File: config.mk
export PLATFORM = sky130hd
export DESIGN_NAME = pmd_ctrl
export DESIGN_NICKNAME = d
export VERILOG_FILES = /design/src/rtl/pmd_ctrl.v
export VERILOG_INCLUDE_DIRS = /design/src /design/src/rtl
export SDC_FILE = /design/constraint.sdc
export NUM_CORES = 1
export LEC_CHECK = 0
export BUFFER_PORTS_ARGS = -buffer_cell sky130_fd_sc_hd__buf_2
export CAP_MARGIN = 20
export CORE_ASPECT_RATIO = 1.2
export CORE_MARGIN = 1
export CORE_UTILIZATION = 55
export DETAILED_ROUTE_END_ITERATION = 8
export GPL_TIMING_DRIVEN = 0
export PLACE_DENSITY = 0.86
export RECOVER_POWER = 25
export SLEW_MARGIN = 20
export SYNTH_ARGS = -nofsm -noshare
export SYNTH_HDL_FRONTEND = slang
export SYNTH_SLANG_ARGS = --single-unit
File: constraint.sdc
create_clock -name CLK_SYS_IN -period 2 [get_ports CLK_SYS_IN]
set_input_delay 0.4 -clock CLK_SYS_IN [delete_from_list [all_inputs] [get_ports CLK_SYS_IN]]
set_output_delay 0.4 -clock CLK_SYS_IN [all_outputs]
set_load 0.01 [all_outputs]
File: src/rtl/pmd_defines.vh
// Operation
// Software forces LED outputs via LED control register; reads return register, not pins.
// Half duplex: carrier sense follows transmit or receive activity.
// Full duplex: no collision reporting, carrier sense follows receive only.
// Duplex chosen by bit 8 of basic mode control at 00h.
// Fiber strap: duplex bit loads from duplex strap, negotiation straps ignored. Code loads duplex from negotiation strap zero.
// No auto-negotiation while in fiber mode.
// Parallel detection settles on half duplex.
// Loopback bit 14 routes MII transmit to receive, nothing to media.
// Loopback state shown in phy status bit 3.
// Software disables negotiation before enabling loopback.
// Shared pin is power-down input until interrupt output enable bit 0 set.
// Pin low as input powers down like control bit 11.
// Registers stay accessible in power-down; output enable releases pin input.
// Interrupts off at reset; need global enable bit 1 and mask bits.
// Interrupt pin driven low as soon as enabled condition occurs.
// Status upper byte shows pending sources; any read clears all, releases pin.
// Energy and link change mask bits together equal 0060h.
// Energy detect keeps device low power when idle, pulses, wakes on activity.
// Page select at 13h maps diagnostic page 2.
// Reversed polarity flagged in phy status bit 12 and 10BASE-T status bit 4.
// Polarity valid only at 10 Mb/s or negotiated 100 Mb/s.
// Crossover state in phy status bit 14.
`ifndef PMD_DEFINES_VH
`define PMD_DEFINES_VH
`define PMD_OFS_BMC      8'h00
`define PMD_OFS_PHY_STATUS   8'h10
`define PMD_OFS_ICTL     8'h11
`define PMD_OFS_ISTAT    8'h12
`define PMD_OFS_PAGE     8'h13
`define PMD_OFS_LEN      8'h14
`define PMD_OFS_LED      8'h18
`define PMD_OFS_TBT      8'h1a
`define PMD_OFS_EDC      8'h1d
`define PMD_BMC_DUPLEX   8
`define PMD_BMC_PWRDN    11
`define PMD_BMC_ANEN     12
`define PMD_BMC_LOOP     14
`define PMD_STS_LINK     0
`define PMD_STS_SPEED10  1
`define PMD_STS_DUPLEX   2
`define PMD_STS_LOOP     3
`define PMD_STS_POL      12
`define PMD_STS_MDIX     14
`define PMD_ICTL_OE      0
`define PMD_ICTL_EN      1
`define PMD_ISTAT_ED     5
`define PMD_ISTAT_LINK   6
`define PMD_ISTAT_MASKS  8'h60
`define PMD_TBT_POL      4
`define PMD_EDC_EN       15
`define PMD_BMC_RST      16'h1000
`define PMD_DIAG_PAGE    16'h0002
`define PMD_ED_PULSE_US  1000
`define PMD_ED_PULSE_CYC (`PMD_ED_PULSE_US * 100)
`endif

File: src/rtl/pmd_ctrl.v
`timescale 1ns/10ps
`include "pmd_defines.vh"
module pmd_ctrl #(
  parameter ED_PULSE_CYC = `PMD_ED_PULSE_CYC
) (
  // Clock and reset
  input  wire        CLK_SYS_IN,
  input  wire        SRST_IN,
  // AXI4-Lite write
  input  wire [7:0]  S_AXI_AWADDR_IN,
  input  wire        S_AXI_AWVALID_IN,
  output reg         S_AXI_AWREADY_OUT,
  input  wire [31:0] S_AXI_WDATA_IN,
  input  wire [3:0]  S_AXI_WSTRB_IN,
  input  wire        S_AXI_WVALID_IN,
  output reg         S_AXI_WREADY_OUT,
  output reg  [1:0]  S_AXI_BRESP_OUT,
  output reg         S_AXI_BVALID_OUT,
  input  wire        S_AXI_BREADY_IN,
  // AXI4-Lite read
  input  wire [7:0]  S_AXI_ARADDR_IN,
  input  wire        S_AXI_ARVALID_IN,
  output reg         S_AXI_ARREADY_OUT,
  output reg  [31:0] S_AXI_RDATA_OUT,
  output reg  [1:0]  S_AXI_RRESP_OUT,
  output reg         S_AXI_RVALID_OUT,
  input  wire        S_AXI_RREADY_IN,
  // MII
  input  wire        MII_TX_EN_IN,
  input  wire [3:0]  MII_TXD_IN,
  output reg         MII_RX_DV_OUT,
  output reg  [3:0]  MII_RXD_OUT,
  output reg         MII_CRS_OUT,
  output reg         MII_COL_OUT,
  // Media side
  input  wire        LINE_RX_DV_IN,
  input  wire [3:0]  LINE_RXD_IN,
  output reg         LINE_TX_EN_OUT,
  output reg  [3:0]  LINE_TXD_OUT,
  // Line status from the analog path
  input  wire        LINK_UP_IN,
  input  wire        SPEED_100_IN,
  input  wire        NEG_DONE_IN,
  input  wire        PAR_DETECT_IN,
  input  wire        POL_REV_IN,
  input  wire        MDIX_IN,
  input  wire        ENERGY_IN,
  input  wire [15:0] CABLE_LEN_IN,
  // Straps
  input  wire        FX_STRAP_IN,
  input  wire        NEGOTIATION_STRAP_ZERO_IN,
  input  wire        NEGOTIATION_STRAP_ONE_IN,
  input  wire        NEGOTIATION_ENABLE_STRAP_IN,
  // Shared power-down / interrupt pin
  input  wire        POWERDOWN_IRQ_PIN_IN,
  output reg         POWERDOWN_IRQ_PIN_OUT,
  output reg         POWERDOWN_IRQ_PIN_OE_OUT,
  // Power state and LEDs
  output reg         POWERED_DOWN_OUT,
  output reg         LOW_POWER_OUT,
  output reg         ED_PULSE_OUT,
  output reg  [2:0]  LED_OUT
);

  //////////////////////////////////////////////////////////////////////////////
  // Input synchronisers
  // MII transmit enable shares our clock, so it skips the synchronisers
  localparam NSYNC = 10;
  wire [NSYNC-1:0] async_in = {POWERDOWN_IRQ_PIN_IN, LINK_UP_IN, SPEED_100_IN, NEG_DONE_IN,
                               PAR_DETECT_IN, POL_REV_IN, MDIX_IN, ENERGY_IN,
                               FX_STRAP_IN, NEGOTIATION_STRAP_ZERO_IN};
  reg  [NSYNC-1:0] s1_q;
  reg  [NSYNC-1:0] s2_q;
  genvar gi;
  generate
    for (gi = 0; gi < NSYNC; gi = gi + 1) begin : g_sync
      always @(posedge CLK_SYS_IN) begin
        s1_q[gi] <= async_in[gi];
        s2_q[gi] <= s1_q[gi];
      end
    end
  endgenerate
  wire pin_s    = s2_q[9];
  wire link_s   = s2_q[8];
  wire spd100_s = s2_q[7];
  wire negd_s   = s2_q[6];
  wire pard_s   = s2_q[5];
  wire pol_s    = s2_q[4];
  wire mdix_s   = s2_q[3];
  wire energy_s = s2_q[2];
  wire fx_s     = s2_q[1];
  wire an0_s    = s2_q[0];

  //////////////////////////////////////////////////////////////////////////////
  // Registers
  reg [15:0] bmc_q;
  reg [15:0] ictl_q;
  reg [7:0]  imask_q;
  reg [7:0]  ipend_q;
  reg [15:0] page_q;
  reg [15:0] led_q;
  reg [15:0] tbt_q;
  reg [15:0] edc_q;
  reg        strap_done_q;
  reg        fx_q;
  reg        link_prev_q;
  reg        lowp_prev_q;
  reg [31:0] ed_cnt_q;

  wire full_dup  = bmc_q[`PMD_BMC_DUPLEX];
  wire loopback  = bmc_q[`PMD_BMC_LOOP];
  wire pin_is_in = ~ictl_q[`PMD_ICTL_OE];
  wire pwrdn     = bmc_q[`PMD_BMC_PWRDN] | (pin_is_in & ~pin_s);
  wire lowp      = edc_q[`PMD_EDC_EN] & ~energy_s & ~link_s;
  // Parallel detect ends half duplex; fiber never negotiates
  wire eff_dup   = full_dup & ~(pard_s & bmc_q[`PMD_BMC_ANEN] & ~fx_q);
  wire pol_ok    = ~spd100_s | (negd_s & ~pard_s & bmc_q[`PMD_BMC_ANEN] & ~fx_q);
  wire pol_flag  = pol_s & pol_ok;

  // Unlisted status bits read as zero
  reg [15:0] phy_status;
  always @* begin
    phy_status                   = 16'h0000;
    phy_status[`PMD_STS_LINK]    = link_s;
    phy_status[`PMD_STS_SPEED10] = ~spd100_s;
    phy_status[`PMD_STS_DUPLEX]  = eff_dup;
    phy_status[`PMD_STS_LOOP]    = loopback;
    phy_status[`PMD_STS_POL]     = pol_flag;
    phy_status[`PMD_STS_MDIX]    = mdix_s;
  end

  // Events: link change and energy-detect power state change
  reg [7:0] ev;
  always @* begin
    ev                  = 8'h00;
    ev[`PMD_ISTAT_ED]   = lowp ^ lowp_prev_q;
    ev[`PMD_ISTAT_LINK] = link_s ^ link_prev_q;
  end

  //////////////////////////////////////////////////////////////////////////////
  // AXI4-Lite slave
  reg        aw_ok_q;
  reg [7:0]  awaddr_q;
  reg        w_ok_q;
  reg [31:0] wdata_q;
  reg [3:0]  wstrb_q;
  wire       do_wr = aw_ok_q & w_ok_q & ~S_AXI_BVALID_OUT;
  wire       do_rd = S_AXI_ARVALID_IN & S_AXI_ARREADY_OUT;
  // Word index: byte address over four
  wire [7:0] wi    = {2'b00, awaddr_q[7:2]};
  wire [7:0] ri    = {2'b00, S_AXI_ARADDR_IN[7:2]};
  wire [15:0] wmask = {{8{wstrb_q[1]}}, {8{wstrb_q[0]}}};
  wire        diag  = (page_q == `PMD_DIAG_PAGE);

  function [15:0] merge;
    input [15:0] old;
    input [15:0] nw;
    input [15:0] m;
    begin
      merge = (old & ~m) | (nw & m);
    end
  endfunction

  reg [15:0] rd_val;
  reg        rd_hit;
  always @* begin
    rd_val = 16'h0000;
    rd_hit = 1'b1;
    case (ri)
      `PMD_OFS_BMC:    rd_val = bmc_q;
      `PMD_OFS_PHY_STATUS: rd_val = phy_status;
      `PMD_OFS_ICTL:   rd_val = ictl_q;
      `PMD_OFS_ISTAT:  rd_val = {ipend_q, imask_q};
      `PMD_OFS_PAGE:   rd_val = page_q;
      `PMD_OFS_LEN:    rd_val = diag ? CABLE_LEN_IN : 16'h0000;
      `PMD_OFS_LED:    rd_val = led_q;
      `PMD_OFS_TBT:    rd_val = {tbt_q[15:5], pol_flag, tbt_q[3:0]};
      `PMD_OFS_EDC:    rd_val = edc_q;
      default:         rd_hit = 1'b0;
    endcase
  end

  // Unmapped offsets answer writes with a slave error
  reg wr_hit;
  always @* begin
    wr_hit = 1'b0;
    case (wi)
      `PMD_OFS_BMC,
      `PMD_OFS_ICTL,
      `PMD_OFS_ISTAT,
      `PMD_OFS_PAGE,
      `PMD_OFS_LED,
      `PMD_OFS_TBT,
      `PMD_OFS_EDC: wr_hit = 1'b1;
      default:      wr_hit = 1'b0;
    endcase
  end

  always @(posedge CLK_SYS_IN) begin
    if (SRST_IN) begin
      S_AXI_AWREADY_OUT <= 1'b0;
      S_AXI_WREADY_OUT  <= 1'b0;
      S_AXI_BVALID_OUT  <= 1'b0;
      S_AXI_BRESP_OUT   <= 2'h0;
      S_AXI_ARREADY_OUT <= 1'b0;
      S_AXI_RVALID_OUT  <= 1'b0;
      S_AXI_RDATA_OUT   <= 32'h0000_0000;
      S_AXI_RRESP_OUT   <= 2'h0;
      aw_ok_q  <= 1'b0;
      w_ok_q   <= 1'b0;
      awaddr_q <= 8'h00;
      wdata_q  <= 32'h0000_0000;
      wstrb_q  <= 4'h0;
    end else begin
      S_AXI_AWREADY_OUT <= ~aw_ok_q & ~S_AXI_AWREADY_OUT & S_AXI_AWVALID_IN;
      S_AXI_WREADY_OUT  <= ~w_ok_q & ~S_AXI_WREADY_OUT & S_AXI_WVALID_IN;
      if (S_AXI_AWVALID_IN & S_AXI_AWREADY_OUT) begin
        aw_ok_q  <= 1'b1;
        awaddr_q <= S_AXI_AWADDR_IN;
      end
      if (S_AXI_WVALID_IN & S_AXI_WREADY_OUT) begin
        w_ok_q  <= 1'b1;
        wdata_q <= S_AXI_WDATA_IN;
        wstrb_q <= S_AXI_WSTRB_IN;
      end
      if (do_wr) begin
        aw_ok_q          <= 1'b0;
        w_ok_q           <= 1'b0;
        S_AXI_BVALID_OUT <= 1'b1;
        S_AXI_BRESP_OUT  <= wr_hit ? 2'h0 : 2'h2;
      end else if (S_AXI_BREADY_IN) begin
        S_AXI_BVALID_OUT <= 1'b0;
      end
      S_AXI_ARREADY_OUT <= ~S_AXI_ARREADY_OUT & ~S_AXI_RVALID_OUT & S_AXI_ARVALID_IN;
      if (do_rd) begin
        S_AXI_RVALID_OUT <= 1'b1;
        S_AXI_RDATA_OUT  <= {16'h0000, rd_val};
        S_AXI_RRESP_OUT  <= rd_hit ? 2'h0 : 2'h2;
      end else if (S_AXI_RREADY_IN) begin
        S_AXI_RVALID_OUT <= 1'b0;
      end
    end
  end

  //////////////////////////////////////////////////////////////////////////////
  // Register file
  always @(posedge CLK_SYS_IN) begin
    if (SRST_IN) begin
      bmc_q        <= `PMD_BMC_RST;
      ictl_q       <= 16'h0000;
      imask_q      <= 8'h00;
      page_q       <= 16'h0000;
      led_q        <= 16'h0000;
      tbt_q        <= 16'h0000;
      edc_q        <= 16'h0000;
      strap_done_q <= 1'b0;
      fx_q         <= 1'b0;
    end else begin
      // Straps caught once after reset release, past the synchronisers
      if (!strap_done_q) begin
        strap_done_q <= 1'b1;
        fx_q         <= fx_s;
        if (fx_s) begin
          bmc_q[`PMD_BMC_DUPLEX] <= an0_s;
          bmc_q[`PMD_BMC_ANEN]   <= 1'b0;
        end
      end
      if (do_wr) begin
        case (wi)
          `PMD_OFS_BMC: begin
            bmc_q <= merge(bmc_q, wdata_q[15:0], wmask);
            if (fx_q) begin
              bmc_q[`PMD_BMC_ANEN] <= 1'b0;
            end
          end
          `PMD_OFS_ICTL:  ictl_q  <= merge(ictl_q, wdata_q[15:0], wmask & 16'h0003);
          `PMD_OFS_ISTAT: begin
            // Pending byte is read-only; only two mask bits exist
            if (wstrb_q[0]) begin
              imask_q <= wdata_q[7:0] & `PMD_ISTAT_MASKS;
            end
          end
          `PMD_OFS_PAGE:  page_q  <= merge(page_q, wdata_q[15:0], wmask);
          `PMD_OFS_LED:   led_q   <= merge(led_q, wdata_q[15:0], wmask);
          `PMD_OFS_TBT:   tbt_q   <= merge(tbt_q, wdata_q[15:0], wmask & 16'hffef);
          `PMD_OFS_EDC:   edc_q   <= merge(edc_q, wdata_q[15:0], wmask);
          default: ;
        endcase
      end
    end
  end

  //////////////////////////////////////////////////////////////////////////////
  // Interrupt pending flags
  always @(posedge CLK_SYS_IN) begin
    if (SRST_IN) begin
      ipend_q     <= 8'h00;
      link_prev_q <= 1'b0;
      lowp_prev_q <= 1'b0;
    end else begin
      link_prev_q <= link_s;
      lowp_prev_q <= lowp;
      // New events win over the clear-on-read, so none is lost
      if (do_rd && ri == `PMD_OFS_ISTAT) begin
        ipend_q <= ev & imask_q;
      end else begin
        ipend_q <= ipend_q | (ev & imask_q);
      end
    end
  end

  //////////////////////////////////////////////////////////////////////////////
  // Energy-detect pulse timer, power state and pin outputs
  always @(posedge CLK_SYS_IN) begin
    if (SRST_IN) begin
      ed_cnt_q                 <= 32'h0000_0000;
      ED_PULSE_OUT             <= 1'b0;
      LOW_POWER_OUT            <= 1'b0;
      POWERED_DOWN_OUT         <= 1'b0;
      POWERDOWN_IRQ_PIN_OUT    <= 1'b1;
      POWERDOWN_IRQ_PIN_OE_OUT <= 1'b0;
      LED_OUT                  <= 3'h0;
    end else begin
      // Occasional pulse on the line while idle
      ED_PULSE_OUT <= 1'b0;
      if (!lowp) begin
        ed_cnt_q <= 32'h0000_0000;
      end else if (ed_cnt_q >= ED_PULSE_CYC - 1) begin
        ed_cnt_q     <= 32'h0000_0000;
        ED_PULSE_OUT <= 1'b1;
      end else begin
        ed_cnt_q <= ed_cnt_q + 32'h0000_0001;
      end
      LOW_POWER_OUT    <= lowp;
      POWERED_DOWN_OUT <= pwrdn;
      // Pending set drives low at once; one cycle of register latency only
      POWERDOWN_IRQ_PIN_OE_OUT <= ictl_q[`PMD_ICTL_OE];
      POWERDOWN_IRQ_PIN_OUT    <= ~(ictl_q[`PMD_ICTL_EN] &
                                    (|(ipend_q | (ev & imask_q))));
      LED_OUT <= led_q[2:0];
    end
  end

  //////////////////////////////////////////////////////////////////////////////
  // MII and media data path
  always @(posedge CLK_SYS_IN) begin
    if (SRST_IN) begin
      MII_RX_DV_OUT  <= 1'b0;
      MII_RXD_OUT    <= 4'h0;
      MII_CRS_OUT    <= 1'b0;
      MII_COL_OUT    <= 1'b0;
      LINE_TX_EN_OUT <= 1'b0;
      LINE_TXD_OUT   <= 4'h0;
    end else begin
      // Power-down silences the line; loopback stays usable for tests
      if (loopback) begin
        MII_RX_DV_OUT  <= MII_TX_EN_IN;
        MII_RXD_OUT    <= MII_TXD_IN;
        LINE_TX_EN_OUT <= 1'b0;
        LINE_TXD_OUT   <= 4'h0;
      end else begin
        MII_RX_DV_OUT  <= LINE_RX_DV_IN & ~pwrdn;
        MII_RXD_OUT    <= LINE_RXD_IN;
        LINE_TX_EN_OUT <= MII_TX_EN_IN & ~pwrdn;
        LINE_TXD_OUT   <= MII_TXD_IN;
      end
      MII_CRS_OUT <= eff_dup ? LINE_RX_DV_IN
                             : (LINE_RX_DV_IN | MII_TX_EN_IN);
      MII_COL_OUT <= ~eff_dup & ~loopback & LINE_RX_DV_IN & MII_TX_EN_IN;
    end
  end

endmodule

==> results_dict.tcl, run 1 <==
set metrics [dict create \
    cts_tree "built" \
    grt_max_degree 18 \
    die_h_um 135 \
    path_common_cell "clkbuf_1" \
    avgSynthCellArea_um2 9.57 \
    p_leak_nw 4.13 \
    worstPathArrival_ns 2.35 \
    final_area_um2 9790 \
    fin_ws_ns -0.00731 \
    ant_nets 0 \
    outcome "finished with violations" \
    setup_viol 2 \
    synth-seq-cells 209 \
    cp_cell_sequence "clkbuf_1, clkbuf_1, clkbuf_1, clkbuf_1, nor2_1" \
    min_period_over_period_pct 100 \
    antenna_found_initial 0 \
    violations "setup timing" \
    synth.top_cell.area_share_pct 51.9 \
    synth_cell_types 65 \
    finalWirelength_um 22100 \
    yosys_warnings 0 \
    start_util_pct 56.1 \
    grt_pass1_wl_um 33900 \
    timing.hold.ws_ns 0.0106 \
    synthTopCellsByArea "dfxtp_1, mux2i_1, nor2_1" \
    placed_area_um2 8960 \
    nets 1116 \
    gp_congestion 0.981 \
    port_buffers 113 \
    syn_inst 842 \
    path_max_fanout 10 \
    synth_async_sr_flop_share_pct 0 \
    cts_buffers 21 \
    rsz0062_at_grt "true" \
    tightest_slew_ns 1.02 \
    drive_gt1_share_pct 18.7 \
    fp.dieW_um 112 \
    synthFlopType "dfxtp_1" \
    cts.sinks 209 \
    io_pins 158 \
    postLayoutCoreUtil_pct 68.2 \
    hpwl_um 15500 \
    drc_errors 0 \
    period_needed_ns 2.01 \
    cp_slowest_cell "clkbuf_1" \
    vdd_drop_max_mv 0.698 \
    syn_to_final_growth_pct 21.5 \
    hold_path.class "input pin to flip-flop" \
    slew_violations 0 \
    power.density_nw_per_um2 885 \
    syn_area_um2 8060 \
    yosys.area.top_type "dfxtp_1" \
    fmax_ghz 0.498 \
    htreeDepth 1 \
    drtIter0Drc 675 \
    fill_cells 1085 \
    placementRows 48 \
    antenna_cells 0 \
    grt_overflow 0 \
    num_vias 6901 \
    wl_per_cell_um 18.3 \
    clk_latency_ns 0.50 \
    drv_cap 0 \
    cpPeakStageDelay_ns 0.59 \
    worst-endpoint-required_ns 2.35 \
    crit_type "input pin to flip-flop" \
    path_clk_slew_ns 0.06 \
    dr.pass1.iters 5 \
    startpoint_type "input pin" \
    clockRootBuffer "clkbuf_16" \
    ys_seq_area_share_pct 51.9 \
    slew_headroom_pct 31.7 \
    grt_use_total_pct 28.7 \
    crit_buf_inv 4 \
    grt_pass1_vias 6508 \
    core_um2 14400 \
    cp_top_family "buffers and inverters" \
    cts.path.max_buffers 3 \
    crit_path_end_kind "flip-flop" \
    fin_skew_ns 0.0194 \
    rrSetupSlack_ns 0.05 \
    synth_edf_count 0 \
    vias_per_cell 5.72 \
    report.final.hold_viol_count 0 \
    dieArea_um2 15100 \
]
-- kinds of logic after synthesis --
family | count (synthesis) | share of synthesized area, %
AND/OR/NAND/NOR | 331 | 20.0
flip-flops | 209 | 51.9
AO/OA/AOI/OAI | 126 | 10.6
multiplexers | 90 | 11.2
buffers and inverters | 67 | 4.24
XOR/XNOR | 17 | 1.85
adder cells (fa/ha/maj) | 1 | 0.155
other | 1 | 0.0465
-- final timing paths --
path	to	startpoint	depth (start not counted)
setup / recovery	led_q[11]$_SDFFE_PP0P_	SRST_IN	5
hold / removal	s1_q[0]$_DFF_P_	NEGOTIATION_STRAP_ZERO_IN	1
setup reg to reg	S_AXI_RDATA_OUT[1]$_SDFFE_PP0P_	S_AXI_ARREADY_OUT$_SDFF_PP0_	6
hold reg to reg	link_s$_DFF_P_	s1_q[8]$_DFF_P_	0
-- what timing repair did --
item / in CTS / in global routing
pin swaps: 2 / 3
hold buffers: 1 / 0
hold endpoints to repair: 1 / 0
buffers inserted: 4 / 4
setup endpoints to repair: 60 / 80
resized for setup: 7 / 11
-- synthesized netlist by cell type, drive strengths merged (11+ instances only) --
| cell type | count |
|---|---|
| nand3 | 29 |
| a221oi | 12 |
| nand2 | 105 |
| mux2i | 89 |
| dfxtp | 209 |
| buf | 30 |
| a21oi | 51 |
| nor3 | 13 |
| clkbuf | 29 |
| o21ai | 11 |
| nor2 | 116 |
-- power by group --
| part | switching [mW] | internal, mW |
|---|---|---|
| clock network | 1.58 | 2.34 |
| logic | 0.270 | 0.169 |
| registers | 0.0552 | 4.24 |
-- state kept, by name, indices dropped and copies added (netlist names), 2 cells and up --
name / flops
ed_cnt_q: 32
S_AXI_RDATA_OUT: 16
bmc_q: 16
edc_q: 16
led_q: 16
page_q: 16
wdata_q: 16
tbt_q: 15
s1_q: 10
awaddr_q: 6
LINE_TXD_OUT: 4
MII_RXD_OUT: 4
LED_OUT: 3
ictl_q: 2
imask_q: 2
ipend_q: 2
wstrb_q: 2
-- area by class of cell --
| class | count | area (µm²) | share of cell area, % |
|---|---|---|---|
| plain buffers | 58 | 313 | 3.20 |
| inverters | 8 | 30.0 | 0.307 |
| flip-flops and latches | 209 | 4180 | 42.8 |
| multi-input cells | 598 | 3720 | 38.0 |
| clock inverters | 7 | 91.3 | 0.933 |
| repair buffers | 122 | 634 | 6.48 |
| clock buffers | 30 | 599 | 6.12 |
| well taps | 175 | 219 | 2.24 |
-- layer usage --
metal | up-vias | global-route usage, % | part of all wire, %
met5 | - | 0 | 0
met4 | 0 | 15.9 | 5.1
met3 | 98 | 6.69 | 9.1
met2 | 377 | 49.7 | 48
met1 | 3168 | 32.9 | 38
li1 | 3258 | - | -
-- cell usage in the layout, fill, tap and decap left out, drive strengths merged, types with 9 or more instances in the layout --
master and n:
dfxtp 209, buf 136, nor2 116, nand2 105, mux2i 89, clkbuf 73, a21oi 51, conb 33
nand3 29, nor3 13, a221oi 12, o21ai 11, xor2 10, a211oi 10, a22o 10, inv 9
-- stage by stage --
| stage | power, mW | TNS, ns | worst slack (ns) | cells |
|---|---|---|---|---|
| after floorplan | 4.60 | 0 | 0.280 | 874 |
| after global placement | 4.78 | -11.08 | -0.384 | 1162 |
| after CTS | 8.68 | -0.924 | -0.0834 | 1203 |
| after global routing | 8.90 | -0.552 | -0.0787 | 1207 |
| final | 8.66 | -0.0137 | -0.00731 | 1207 |
| after detailed placement | 4.79 | -13.92 | -0.510 | 1162 |
-- worst reg2reg max path: stages, from the launching register on --
cell       delay [ns]
dfxtp_1          0.39
nand2_2          0.20
a2111oi_2        0.43
a32oi_2          0.15
or2_1            0.29
buf_2            0.19
a32oi_1          0.20
(Power assumes the default switching activity.)
==> run 2, diff against run 1 <==
Settings changed: RECOVER_POWER 25 to 100.
==> run 2 against run 1 <==
Compared with the run above:
- setup slack better by 0.016 ns
- fmax up 0.82%
- the run now ends clean
- flip-flop and latch count unchanged
- highest routed layer unchanged
==> results_dict.tcl, run 2 (same netlist as run 1, synthesis figures left out) <==
set metrics [dict create \
    dr.pass1.iters 5 \
    top_register "ed_cnt_q" \
    cts_buffers 21 \
    slew_headroom_pct 27.2 \
    outcome "completed" \
    cp_cell_sequence "clkbuf_1, clkbuf_1, clkbuf_1, clkbuf_1, nor2_1" \
    drtIter0Drc 710 \
    cp_slowest_cell "clkbuf_1" \
    wl_per_cell_um 18.2 \
    largest_reg_flops 32 \
    worst-endpoint-required_ns 2.35 \
    hpwl_um 15500 \
    fmax_ghz 0.502 \
    htreeDepth 1 \
    fin_cells 1207 \
    nets 1116 \
    period_needed_ns 1.99 \
    path_common_cell "clkbuf_1" \
    vdd_drop_max_mv 0.698 \
    path_max_fanout 10 \
    ant_nets 0 \
    p_leak_nw 4.00 \
    gp_congestion 0.981 \
    vias_per_cell 5.74 \
    crit_type "input pin to flip-flop" \
    die_h_um 135 \
    fp.dieW_um 112 \
    cts_tree "built" \
    drive_gt1_share_pct 15.7 \
    slew_violations 0 \
    io_pins 158 \
    post-place-ws_ns -0.510 \
    fin_skew_ns 0.0200 \
    setup_viol 0 \
    placementRows 48 \
    crit_buf_inv 4 \
    num_vias 6924 \
    grt_pass1_vias 6508 \
    dieArea_um2 15100 \
    cts.sinks 209 \
    hold_path.class "input pin to flip-flop" \
    cp_top_family "buffers and inverters" \
    grt_use_total_pct 28.7 \
    clockRootBuffer "clkbuf_16" \
    port_buffers 113 \
    finalWirelength_um 22000 \
    grt_pass1_wl_um 33900 \
    grt_max_degree 18 \
    clk_latency_ns 0.50 \
    syn_to_final_growth_pct 20.5 \
    layout_common_cells "dfxtp_1, nor2_1, nand2_1, mux2i_1" \
    path_clk_slew_ns 0.06 \
    power.density_nw_per_um2 892 \
    layout_commonest_cell "dfxtp_1" \
    crit_path_end_kind "flip-flop" \
    antenna_found_initial 0 \
    drv_cap 0 \
    grt_overflow 0 \
    startpoint_type "input pin" \
    placedCellCount 1162 \
    report.final.hold_viol_count 0 \
    antenna_cells 0 \
    start_util_pct 56.1 \
    drc_errors 0 \
    cpPeakStageDelay_ns 0.56 \
    core_um2 14400 \
    min_period_over_period_pct 99.5 \
    tightest_slew_ns 1.08 \
    rsz0062_at_grt "true" \
    worstPathArrival_ns 2.34 \
    fin_ws_ns 0.00904 \
    cts.path.max_buffers 3 \
]
run 2: cell type report:
type                       instances  area [µm²]
clock inverter                     7        91.3
tap                              175         219
multi-input combinational        598        3700
timing repair buffer             122         573
clock buffer                      30         599
sequential                       209        4180
fill                            1110        4640
buffer                            58         313
inverter                           8        30.0
run 2: where the power goes:
group | switching [mW] | leakage [nW] | internal, mW
clock network | 1.58 | 0.338 | 2.34
registers | 0.0551 | 1.70 | 4.24
logic | 0.268 | 1.96 | 0.164
run 2: path summary, 6_finish.rpt:
path | slack (ns) | cells past startpoint | start | endpoint
worst min register to register | 0.31 | 0 | s1_q[8]$_DFF_P_ | link_s$_DFF_P_
worst min-delay path | 0.01 | 1 | NEGOTIATION_STRAP_ZERO_IN | s1_q[0]$_DFF_P_
worst max-delay path | 0.009 | 5 | SRST_IN | tbt_q[12]$_SDFFE_PP0P_
worst max register to register | 0.02 | 6 | awaddr_q[7]$_SDFFE_PP0P_ | bmc_q[8]$_SDFFE_PP0P_
run 2: repair_timing:
action	in CTS	in global routing
gates cloned	0	0
hold buffers	1	0
gates resized for setup	7	11
endpoints found under the hold margin	1	0
setup endpoints to repair	60	80
pin swaps	2	3
setup buffers	4	4
run 2: per-stage QoR:
step | hold slack, ns | instance area [µm²] | setup TNS (ns) | util, % | total power, mW
4_1_cts | 0.00396 | 9720 | -0.924 | 67.7 | 8.68
2_1_floorplan | 0.310 | 8180 | 0 | - | 4.60
6_report | 0.00971 | 9710 | 0 | 67.6 | 8.66
3_5_place_dp | 0.312 | 8960 | -13.92 | 62.4 | 4.79
5_1_grt | 0.00186 | 9710 | -1.21 | 67.6 | 8.89
3_3_place_gp | 0.311 | 8960 | -11.08 | 62.4 | 4.78
run 2: per-layer routing:
layer	vias to the layer above	part of all wire, %	track usage [%]
li1	3251	-	-
met1	3198	37	32.9
met2	376	48	49.7
met3	99	9.7	6.69
met4	0	5.3	15.9
met5	-	0	0
run 2: worst reg2reg max path: cells and delay by family (launching register included):
kind,cells,cell delay [ns]
DFF,1,0.37
AOI/OAI and AO/OA,1,0.19
and+or+nand+nor,4,1.11
buffers and inverters,1,0.22
==> run 3, diff against run 2 <==
Settings changed: CORE_UTILIZATION 55 to 57, CTS_BUF_LIST set to sky130_fd_sc_hd__clkbuf_2, PLACE_DENSITY 0.86 to 0.88, REMOVE_ABC_BUFFERS set to 1.
==> run 3 against run 2 <==
Compared with the run above:
- first-iteration DRC count shrank 13%
- non-clock buffer count grew 15
- clock-buffer cell count grew 33
- hold slack better by 0.071 ns
- via count up 2.7%
- flip-flop and latch count unchanged
- critical path depth grew 1
- global-route usage up 0.21 points
- setup slack improved by 0.10 ns
- critical endpoint is now bmc_q[7]$_SDFFE_PP0P_
==> results_dict.tcl, run 3 (same netlist as run 1, synthesis figures left out) <==
set metrics [dict create \
    antenna_found_initial 0 \
    clockRootBuffer "clkbuf_2" \
    cts_tree "built" \
    cpPeakStageDelay_ns 0.58 \
    period_needed_ns 1.89 \
    clk_latency_ns 0.79 \
    startpoint_type "flip-flop" \
    crit_buf_inv 1 \
    worstReg2RegStart "awaddr_q[7]$_SDFFE_PP0P_" \
    rsz0062_at_grt "false" \
    drc_errors 0 \
    worst-endpoint-required_ns 2.59 \
    hold_path.class "input pin to flip-flop" \
    met3WireLength_um 1470 \
    grt_pass1_wl_um 34300 \
    dr.pass1.iters 5 \
    grt_max_degree 77 \
    power.density_nw_per_um2 762 \
    setup_viol 0 \
    grt_use_total_pct 28.9 \
    rrSetupSlack_ns 0.11 \
    cts_buffers 49 \
    ant_nets 0 \
    path_common_cell "nand2_1" \
    report.final.hold_viol_count 0 \
    final_area_um2 9930 \
    io_pins 158 \
    r2r-end "bmc_q[7]$_SDFFE_PP0P_" \
    fin_cells 1266 \
    wl_per_cell_um 16.8 \
    fmax_ghz 0.530 \
    layout_commonest_cell "dfxtp_1" \
    dieArea_um2 14600 \
    path_max_fanout 8 \
    core_um2 13800 \
    finalWirelength_um 21300 \
    dr_wl_met2_um 10700 \
    htreeDepth 2 \
    vias_per_cell 5.62 \
    worstPathArrival_ns 2.48 \
    wl_met1_um 8360 \
    nets 1159 \
    cts.path.max_buffers 3 \
    drv_cap 0 \
    grt_overflow 0 \
    crit_path_end "bmc_q[7]$_SDFFE_PP0P_" \
    outcome "completed" \
    cp_slowest_cell "or4_1" \
    path_clk_slew_ns 0.11 \
    maxUsedRoutingLayer "met4" \
    placed_area_um2 8710 \
    min_period_over_period_pct 94.4 \
    crit_path_end_kind "flip-flop" \
    worstHoldStart "SRST_IN" \
    hold_depth 2 \
    reg2reg_depth 6 \
    slew_violations 0 \
    cts.sinks 209 \
    largest_reg_flops 32 \
    hpwl_um 12700 \
    antenna_cells 0 \
    timing.critical_path.from "awaddr_q[7]$_SDFFE_PP0P_" \
    fin_ws_ns 0.112 \
    tightest_slew_ns 0.892 \
    cp_cell_sequence "or4_1, nor3_4, clkbuf_1, nand2_1, nand2_1, a21oi_1" \
    crit_type "flip-flop to flip-flop" \
    layout_common_cells "dfxtp_1, nor2_1, nand2_1, mux2i_1" \
    port_buffers 115 \
    vdd_drop_max_mv 0.608 \
    fp.dieW_um 111 \
    syn_to_final_growth_pct 23.3 \
    cp_top_family "simple AND/OR/NAND/NOR gates" \
    fin_skew_ns 0.0690 \
    timing.hold.ws_ns 0.0807 \
    die_h_um 132 \
    top_register "ed_cnt_q" \
    placementRows 47 \
    drive_gt1_share_pct 16.3 \
    gp_congestion 0.813 \
    drtIter0Drc 616 \
    start_util_pct 58.3 \
    path_depth 6 \
    p_leak_nw 4.11 \
    num_vias 7109 \
    post-place-ws_ns -0.579 \
    slew_headroom_pct 40.1 \
    placedCellCount 1103 \
    grt_pass1_vias 7062 \
]
-- run 3: cell types whose count changed in the layout (fill, tap and decap cells not counted), moves of 15 or more --
cell,delta
buf_4,-20
clkbuf_1,-31
clkbuf_2,+58
clkinv_1,+15
clkbuf_16,-21
dlygate4sd3_1,+70
-- run 3: how the worst min path moves through the flow --
stage,end
after floorplan,an0_s$_DFF_P_
after global placement,energy_s$_DFF_P_
after detailed placement,pin_s$_DFF_P_
after CTS,ipend_q[6]$_SDFF_PP0_
after global routing,led_q[9]$_SDFFE_PP0P_
final,ipend_q[6]$_SDFF_PP0_
-- run 3: power breakdown --
group	leakage (nW)	switching (mW)	internal, mW
logic	2.07	0.259	0.225
clock network	0.333	1.65	1.13
registers	1.70	0.0622	4.24
-- run 3: layout make-up --
type / count / area, µm²
clock buffers: 63 / 315
clock inverters: 22 / 140
fillers: 991 / 3890
inverters: 8 / 30.0
multi-input cells: 598 / 3720
flip-flops and latches: 209 / 4190
well taps: 171 / 214
repair buffers: 195 / 1320
-- run 3: per-stage QoR --
step / utilization (%) / setup TNS, ns / total power [mW]
detailed placement: 63.0 / -15.91 / 4.74
global placement: 62.6 / -124.30 / 4.72
finish: 71.9 / 0 / 7.57
global route: 71.9 / 0 / 7.87
CTS: 72.0 / -0.0278 / 7.56
floorplan: - / 0 / 4.52
-- run 3: repair_timing --
| action | CTS | global route |
|---|---|---|
| gates resized for setup | 7 | 13 |
| buffers inserted | 6 | 1 |
| hold endpoints to repair | 67 | 0 |
| gates cloned | 0 | 0 |
| endpoints found under the setup margin | 79 | 77 |
| hold buffers | 71 | 0 |
| pin swaps | 2 | 1 |
-- run 3: routing by layer --
metal  up-vias  GRT usage [%]
li1       3371              -
met4         0           14.0
met1      3333           33.6
met3        77           5.06
met2       328           51.3
met5         -              0
